[src/hw/awc_pkg.sv]
// Package for the converter window comparator: register map, reset values, widths, timing.
// Assumes an 8-bit special-function register port and a 16-bit conversion word.
package awc_pkg;

  // ----------------------------------------
  // Register addresses (8-bit register space)
  // ----------------------------------------
  localparam logic [7:0] ADDR_CTRL = 8'hE8;
  localparam logic [7:0] ADDR_GT_HI = 8'hC3;
  localparam logic [7:0] ADDR_GT_LO = 8'hC4;
  localparam logic [7:0] ADDR_LT_LO = 8'hC5;
  localparam logic [7:0] ADDR_LT_HI = 8'hC6;
  localparam logic [7:0] ADDR_RES_HI = 8'hBE;
  localparam logic [7:0] ADDR_RES_LO = 8'hBD;
  localparam logic [7:0] ADDR_IRQ_STAT = 8'hE9;
  localparam logic [7:0] ADDR_IRQ_MASK = 8'hEA;

  // ----------------------------------------
  // Reset values
  // ----------------------------------------
  localparam logic [7:0] RST_GT_BYTE = 8'hFF;
  localparam logic [7:0] RST_LT_BYTE = 8'h00;
  localparam logic [7:0] RST_ZERO = 8'h00;

  // ----------------------------------------
  // Field positions
  // ----------------------------------------
  localparam int CTRL_WIN_BIT = 3;
  localparam int CTRL_DIFF_BIT = 7;
  localparam int IRQ_WIN_BIT = 0;
  localparam int IRQ_DONE_BIT = 1;

  // ----------------------------------------
  // Widths and timing
  // ----------------------------------------
  localparam int WORD_W = 16;
  localparam int SE_BITS = 10;
  localparam int DIFF_BITS = 12;
  localparam int MIN_CONV_CLKS = 10;

  typedef struct packed {
    logic [7:0] addr;
    logic [7:0] wdata;
    logic wr;
    logic rd;
  } awc_bus_s;

  typedef struct packed {
    logic valid;
    logic [WORD_W-1:0] word;
  } awc_conv_s;

endpackage : awc_pkg

[src/hw/awc_window_cmp.sv]
// Converter window comparator: limit registers, result capture, sticky window flag, interrupt.
// Assumes a register port with one-cycle strobes and conversions delivered as one-cycle pulses.
//
// Strobed register access was chosen for this implementation.
`timescale 1ns/1ps

module awc_window_cmp #(
  parameter int MIN_CONV = awc_pkg::MIN_CONV_CLKS
) (
  input wire logic clk,
  input wire logic sys_rst,
  input wire awc_pkg::awc_bus_s bus,
  output logic [7:0] rdata,
  input wire awc_pkg::awc_conv_s conv,
  input wire logic conv_clk_tick,
  input wire logic diff_mode,
  output logic window_irq
);

  // ----------------------------------------
  // Register state
  // ----------------------------------------
  logic [7:0] lt_lo_q;
  logic [7:0] lt_hi_q;
  logic [7:0] gt_lo_q;
  logic [7:0] gt_hi_q;
  logic [7:0] res_lo_q;
  logic [7:0] res_hi_q;
  logic [7:0] rdata_q;
  logic win_flag_q;
  logic [1:0] irq_stat_q;
  logic [1:0] irq_mask_q;
  logic irq_q;
  logic diff_q;
  logic cmp_pend_q;
  logic [7:0] conv_cnt_q;

  // ----------------------------------------
  // Write decode
  // ----------------------------------------
  wire wr_ctrl = bus.wr && bus.addr == awc_pkg::ADDR_CTRL;
  wire wr_gt_hi = bus.wr && bus.addr == awc_pkg::ADDR_GT_HI;
  wire wr_gt_lo = bus.wr && bus.addr == awc_pkg::ADDR_GT_LO;
  wire wr_lt_lo = bus.wr && bus.addr == awc_pkg::ADDR_LT_LO;
  wire wr_lt_hi = bus.wr && bus.addr == awc_pkg::ADDR_LT_HI;
  wire wr_stat = bus.wr && bus.addr == awc_pkg::ADDR_IRQ_STAT;
  wire wr_mask = bus.wr && bus.addr == awc_pkg::ADDR_IRQ_MASK;

  // ----------------------------------------
  // Conversion length guard
  // ----------------------------------------
  // Converter clock ticks counted since the last result; early results are discarded
  wire conv_long_enough = conv_cnt_q >= 8'(MIN_CONV);
  wire take_result = conv.valid && conv_long_enough;
  // Counter stops at the minimum, so eight bits never wrap

  always_ff @(posedge clk) begin
    if (sys_rst) begin
      conv_cnt_q <= awc_pkg::RST_ZERO;
    end else if (take_result) begin
      conv_cnt_q <= awc_pkg::RST_ZERO;
    end else if (conv_clk_tick && !conv_long_enough) begin
      conv_cnt_q <= conv_cnt_q + 8'h01;
    end
  end

  // ----------------------------------------
  // Comparison
  // ----------------------------------------
  wire [15:0] res_w = {res_hi_q, res_lo_q};
  wire [15:0] gt_w = {gt_hi_q, gt_lo_q};
  wire [15:0] lt_w = {lt_hi_q, lt_lo_q};
  // Signed view flips the sign bit so one unsigned comparator serves both modes
  // Limitation: differential words must arrive sign-extended to sixteen bits
  wire [15:0] sflip = diff_q ? 16'h8000 : 16'h0000;
  wire [15:0] res_c = res_w ^ sflip;
  wire [15:0] gt_c = gt_w ^ sflip;
  wire [15:0] lt_c = lt_w ^ sflip;
  wire above_gt = res_c > gt_c;
  wire below_lt = res_c < lt_c;
  wire inside_win = lt_c > gt_c;
  wire hit_inside = above_gt && below_lt;
  wire hit_outside = (res_c < gt_c) || (res_c > lt_c);
  wire win_hit = inside_win ? hit_inside : hit_outside;
  wire win_event = cmp_pend_q && win_hit;

  // ----------------------------------------
  // Result capture and flags
  // ----------------------------------------
  always_ff @(posedge clk) begin
    if (sys_rst) begin
      res_lo_q <= awc_pkg::RST_ZERO;
      res_hi_q <= awc_pkg::RST_ZERO;
      diff_q <= 1'b0;
      cmp_pend_q <= 1'b0;
    end else begin
      cmp_pend_q <= take_result;
      if (take_result) begin
        res_lo_q <= conv.word[7:0];
        res_hi_q <= conv.word[15:8];
        diff_q <= diff_mode;
      end
    end
  end

  always_ff @(posedge clk) begin
    if (sys_rst) begin
      lt_lo_q <= awc_pkg::RST_LT_BYTE;
    end else if (wr_lt_lo) begin
      lt_lo_q <= bus.wdata;
    end
  end

  always_ff @(posedge clk) begin
    if (sys_rst) begin
      lt_hi_q <= awc_pkg::RST_LT_BYTE;
    end else if (wr_lt_hi) begin
      lt_hi_q <= bus.wdata;
    end
  end

  always_ff @(posedge clk) begin
    if (sys_rst) begin
      gt_lo_q <= awc_pkg::RST_GT_BYTE;
    end else if (wr_gt_lo) begin
      gt_lo_q <= bus.wdata;
    end
  end

  always_ff @(posedge clk) begin
    if (sys_rst) begin
      gt_hi_q <= awc_pkg::RST_GT_BYTE;
    end else if (wr_gt_hi) begin
      gt_hi_q <= bus.wdata;
    end
  end

  always_ff @(posedge clk) begin
    if (sys_rst) begin
      irq_mask_q <= 2'h0;
    end else if (wr_mask) begin
      irq_mask_q <= bus.wdata[1:0];
    end
  end

  // Set beats clear so a match in the clearing cycle is not lost
  wire flag_clr = wr_ctrl && !bus.wdata[awc_pkg::CTRL_WIN_BIT];
  wire [1:0] stat_set = {cmp_pend_q, win_event};
  wire [1:0] stat_clr = wr_stat ? bus.wdata[1:0] : 2'h0;
  wire [1:0] stat_nxt = stat_set | (irq_stat_q & ~stat_clr);

  always_ff @(posedge clk) begin
    if (sys_rst) begin
      win_flag_q <= 1'b0;
    end else begin
      win_flag_q <= win_event | (win_flag_q & ~flag_clr);
    end
  end

  // Per-bit sticky status, write one to clear
  for (genvar b = 0; b < 2; b++) begin : g_stat
    always_ff @(posedge clk) begin
      if (sys_rst) begin
        irq_stat_q[b] <= 1'b0;
      end else begin
        irq_stat_q[b] <= stat_nxt[b];
      end
    end
  end

  // Built from the next status so the line follows the flag without a lag
  always_ff @(posedge clk) begin
    if (sys_rst) begin
      irq_q <= 1'b0;
    end else begin
      irq_q <= |(stat_nxt & irq_mask_q);
    end
  end

  // ----------------------------------------
  // Read path
  // ----------------------------------------
  logic [7:0] rd_mux;
  always_comb begin
    rd_mux = awc_pkg::RST_ZERO;
    case (bus.addr)
      awc_pkg::ADDR_CTRL: rd_mux = {diff_q, 3'h0, win_flag_q, 3'h0};
      awc_pkg::ADDR_GT_HI: rd_mux = gt_hi_q;
      awc_pkg::ADDR_GT_LO: rd_mux = gt_lo_q;
      awc_pkg::ADDR_LT_LO: rd_mux = lt_lo_q;
      awc_pkg::ADDR_LT_HI: rd_mux = lt_hi_q;
      awc_pkg::ADDR_RES_HI: rd_mux = res_hi_q;
      awc_pkg::ADDR_RES_LO: rd_mux = res_lo_q;
      awc_pkg::ADDR_IRQ_STAT: rd_mux = {6'h00, irq_stat_q};
      awc_pkg::ADDR_IRQ_MASK: rd_mux = {6'h00, irq_mask_q};
      default: rd_mux = awc_pkg::RST_ZERO;
    endcase
  end

  // Zero outside the reply keeps an idle bus quiet
  always_ff @(posedge clk) begin
    if (sys_rst) begin
      rdata_q <= awc_pkg::RST_ZERO;
    end else begin
      rdata_q <= bus.rd ? rd_mux : awc_pkg::RST_ZERO;
    end
  end

  // ----------------------------------------
  // Outputs
  // ----------------------------------------
  assign rdata = rdata_q;
  assign window_irq = irq_q;

endmodule : awc_window_cmp

[config.mk]
export PLATFORM = sky130hd
export DESIGN_NAME = awc_window_cmp
export DESIGN_NICKNAME = d
export VERILOG_FILES = /design/src/hw/awc_pkg.sv /design/src/hw/awc_window_cmp.sv
export SDC_FILE = /design/constraint.sdc
export NUM_CORES = 1
export LEC_CHECK = 0
export BUFFER_PORTS_ARGS = -buffer_cell sky130_fd_sc_hd__buf_4
export CAP_MARGIN = 20
export CORE_ASPECT_RATIO = 0.5
export CORE_MARGIN = 5
export CORE_UTILIZATION = 50
export CTS_BUF_LIST = sky130_fd_sc_hd__clkbuf_4 sky130_fd_sc_hd__clkbuf_8 sky130_fd_sc_hd__clkbuf_16
export DETAILED_ROUTE_END_ITERATION = 8
export PLACE_DENSITY_LB_ADDON = 0.25
export SYNTH_ARGS = -nofsm -noshare
export SYNTH_HDL_FRONTEND = slang
export SYNTH_SLANG_ARGS = --single-unit
[constraint.sdc]
create_clock -name clk -period 3.75 [get_ports clk]
set_input_delay 0.5625 -clock clk [delete_from_list [all_inputs] [get_ports clk]]
set_output_delay 0.5625 -clock clk [all_outputs]
set_load 0.05 [all_outputs]
==> results.toml <==
[timing]
finalCriticalPeriod_ns = 2.488
period_share_pct = 66.35
skew_ns = 0.008058
relSlewSlack_pct = 34.63
fin_setup_tns_ns = 0
hold_slack_ns = 0.4272
hold_violations = 0
report.final.setup_viol = 0
rsz0062_at_grt = "no"
worstMarginPinSlew_ns = 0.9716
layout_setup_ws_ns = 1.262
fmax_mhz = 401.9
maxSlewViolCount = 0

[setup_path]
crit_path_max_fanout = 4
cpPeakStageDelay_ns = 0.55
r2r_end = "irq_stat_q[0]"
crit_slowest_cell = "or4_1"
critical-path-top-delay-family = "simple AND/OR/NAND/NOR gates"
cp.required_ns = 3.94
crit_path_start_kind = "register"
path_cells = "inv_1 -> ha_1 -> nand4_1 -> or4_1 -> or2_0 -> a21oi_1 -> a2bb2oi_1 -> a21oi_1"
setup.worst_path.class = "register to register"
reg2reg_slack_ns = 1.26
ff2ff_path_depth = 8
reg2reg_from = "lt_hi_q[3]"
end_kind = "register"
cp_num_buf_inv = 1
cp_common_cell = "a21oi_1"
worstPathArrival_ns = 2.68

[logic_synthesis]
synth_adder_area_share_pct = 13.96
synth_xor_xnor_area_share_pct = 1.040
netlist.top_cell.by_area = "dfxtp_1"
synthTopCellsByCount = "72 x dfxtp_1, 59 x nor2_1, 47 x ha_1"
yosys.area.top_type_share_pct = 34.22
async_flop_share_pct = 0
ys_ff_latch = 72
synth.cell_area_mm2 = 0.004212
yosysMostFrequentCell = "dfxtp_1"
muxShareOfSynthArea_pct = 9.507
synth_compound_area_share_pct = 16.73
syn-num-nets = 568
synth.avg_cell_area_um2 = 8.738
synth_top_family_by_area = "simple AND/OR/NAND/NOR gates"
yosysSeqAreaShare_pct = 34.22
netlist_instances = 482
ys_types = 53
synth_edf_count = 0
synth_ff_type = "dfxtp_1"
yosys_warnings = 0
synthSimpleGateAreaFrac_pct = 19.01
netlist_top_cells_area = "dfxtp_1 34%, ha_1 14%, mux2i_1 9.5%, nor2_1 5.3%, a21oi_1 3.4%"

[layout]
filler_cell_count = 746
area_growth_pct = 18.42
diodes = 0
fin_nets = 610
drive_gt1_share_pct = 13.99
fin_util_pct = 61.46

[cts]
worstSkewPairLatency_ns = 0.34
cts_tree = "done"
ctsLongestPathBuffers = 2
cts-resized-gates = 0
hold_buffers = 0
post_cts_buffers = 0
htree_num_levels = 3
clkTransAtPathRegs_ns = 0.06
cts_root_buf = "clkbuf_16"
cts_buffers = 9
cts_sinks = 72

[global_route]
antenna_found_initial = 0
use_met2_pct = 31.29
top_usage_layer = "met1"
use_met3_pct = 7.170
grt_first_pass_wirelength_um = 18260
grt_pass1_vias = 3451
overflow = 0
grt_usage_pct = 22.59
use_met1_pct = 33.53
grt_max_degree = 59

[job]
cap_violations = 0

[routing]
viasPerCell = 5.817
routed_wl_um = 11430
drc = 0
ant_nets = 0
vias = 3729
first_iter_violations = 416
first_pass_iters = 5
route.detailed.wl_per_inst_um = 17.83

[hold_path]
hold_end = "conv_cnt_q[5]"
holdPathStages = 2
min_path_type = "register to register"
min_from = "conv_cnt_q[5]"

[pwr]
powerDensity_mw_per_mm2 = 373.4
comb_power_share_pct = 5.1
p_leak_uw = 0.002298
swShare_pct = 20.86
p_int_uw = 1474
p_switching_uw = 388.3
seq_power_share_pct = 41.5
peakVddDrop_mv = 0.2177
clkPwrFrac_pct = 53.5

[floorplanning]
rows = 23
start_util_pct = 51.90
die_x_um = 139.8
die_y_um = 74.90
io_pins = 48
dieArea_mm2 = 0.01047
core_mm2 = 0.008115

[placement]
dpl.hpwl_um = 8438
gp_congestion = 0.9238
port_buffers = 47
pre_cts_ws_ns = 1.270

[run_status]
status = "finished, final reports clean"
power by group through the flow:
stage,Sequential (uW),Clock [uW],Combinational (uW)
final,772,996,94.3
after global routing,772,1040,102
after CTS,772,1010,93.6
after detailed placement,789,0,92.8
after global placement,789,0,92.7
after floorplan,788,0,43.0
layout by cell type, fill, tap and decap left out, drive strengths merged, types with 2 or more instances in the layout:
cell	synthesis	routed
a211oi	9	9
o211ai	3	3
nand3b	10	10
ha	47	47
nor2b	6	6
nand2	37	37
a21oi	29	29
o21a	2	2
nor2	61	61
mux2i	40	40
nor3	4	4
nand2b	5	5
or4	2	2
a21o	4	4
nand4	11	11
nand3	8	8
a22oi	16	16
a31oi	4	4
o21ai	8	8
inv	37	39
bufinv	0	3
xor2	4	4
buf	6	50
a32oi	2	2
o31ai	2	2
nor4b	2	2
dfxtp	72	72
and2	3	3
clkbuf	13	10
a211o	8	8
nor4	5	5
o22ai	8	8
state kept, by name, summed over array words and instances, names as in the netlist:
register / flops
gt_hi_q: 8
gt_lo_q: 8
rdata: 8
cmp_pend_q: 1
lt_lo_q: 8
irq_stat_q: 2
irq_mask_q: 2
res_lo_q: 8
diff_q: 1
win_flag_q: 1
lt_hi_q: 8
window_irq: 1
conv_cnt_q: 8
res_hi_q: 8
per-stage QoR:
| stage | total power, uW | cells | instance area (um^2) |
|---|---|---|---|
| final | 1862 | 641 | 4987 |
| after global routing | 1916 | 641 | 4987 |
| after CTS | 1872 | 641 | 4987 |
| after detailed placement | 881.3 | 625 | 4639 |
| after global placement | 881.3 | 625 | 4639 |
| after floorplan | 830.8 | 482 | 4212 |
per-layer routing:
layer	wire length (um)	up-vias
met5	0	-
met1	5725	1700
met3	1219	18
met2	4330	186
met4	150	0
li1	-	1825
worst reg2reg max path, cell delays in order, from the launching register on:
cell       delay [ns]
dfxtp_1          0.43
inv_1            0.09
ha_1             0.31
nand4_1          0.15
or4_1            0.55
or2_0            0.24
a21oi_1          0.14
a2bb2oi_1        0.32
a21oi_1          0.11
cells by family after synthesis:
| kind of cell | count (synthesis) |
|---|---|
| compound gates | 104 |
| xor+xnor | 5 |
| fa+ha+maj | 47 |
| buf+inv | 56 |
| flops | 72 |
| mux | 40 |
| simple gates | 158 |
how the worst max path moves through the flow:
stage / start / end / slack [ns] / cells past startpoint
after floorplan: bus[14] / gt_lo_q[5] / 1.65 / 7
after global placement: lt_hi_q[3] / irq_stat_q[0] / 1.32 / 8
after detailed placement: lt_hi_q[3] / win_flag_q / 1.27 / 8
after CTS: lt_hi_q[3] / win_flag_q / 1.27 / 8
after global routing: lt_hi_q[1] / irq_stat_q[0] / 1.06 / 8
final: lt_hi_q[3] / irq_stat_q[0] / 1.26 / 8
cell type report:
type	count	area [um^2]	share of cell area (%)
timing repair buffer	50	375.4	7.526
sequential	72	1441	28.90
clock buffer	10	232.7	4.666
tap	112	140.1	2.810
inverter	37	138.9	2.785
clock inverter	6	115.1	2.308
multi-input combinational	354	2544	51.00
Power figures use the tool's default switching activity.
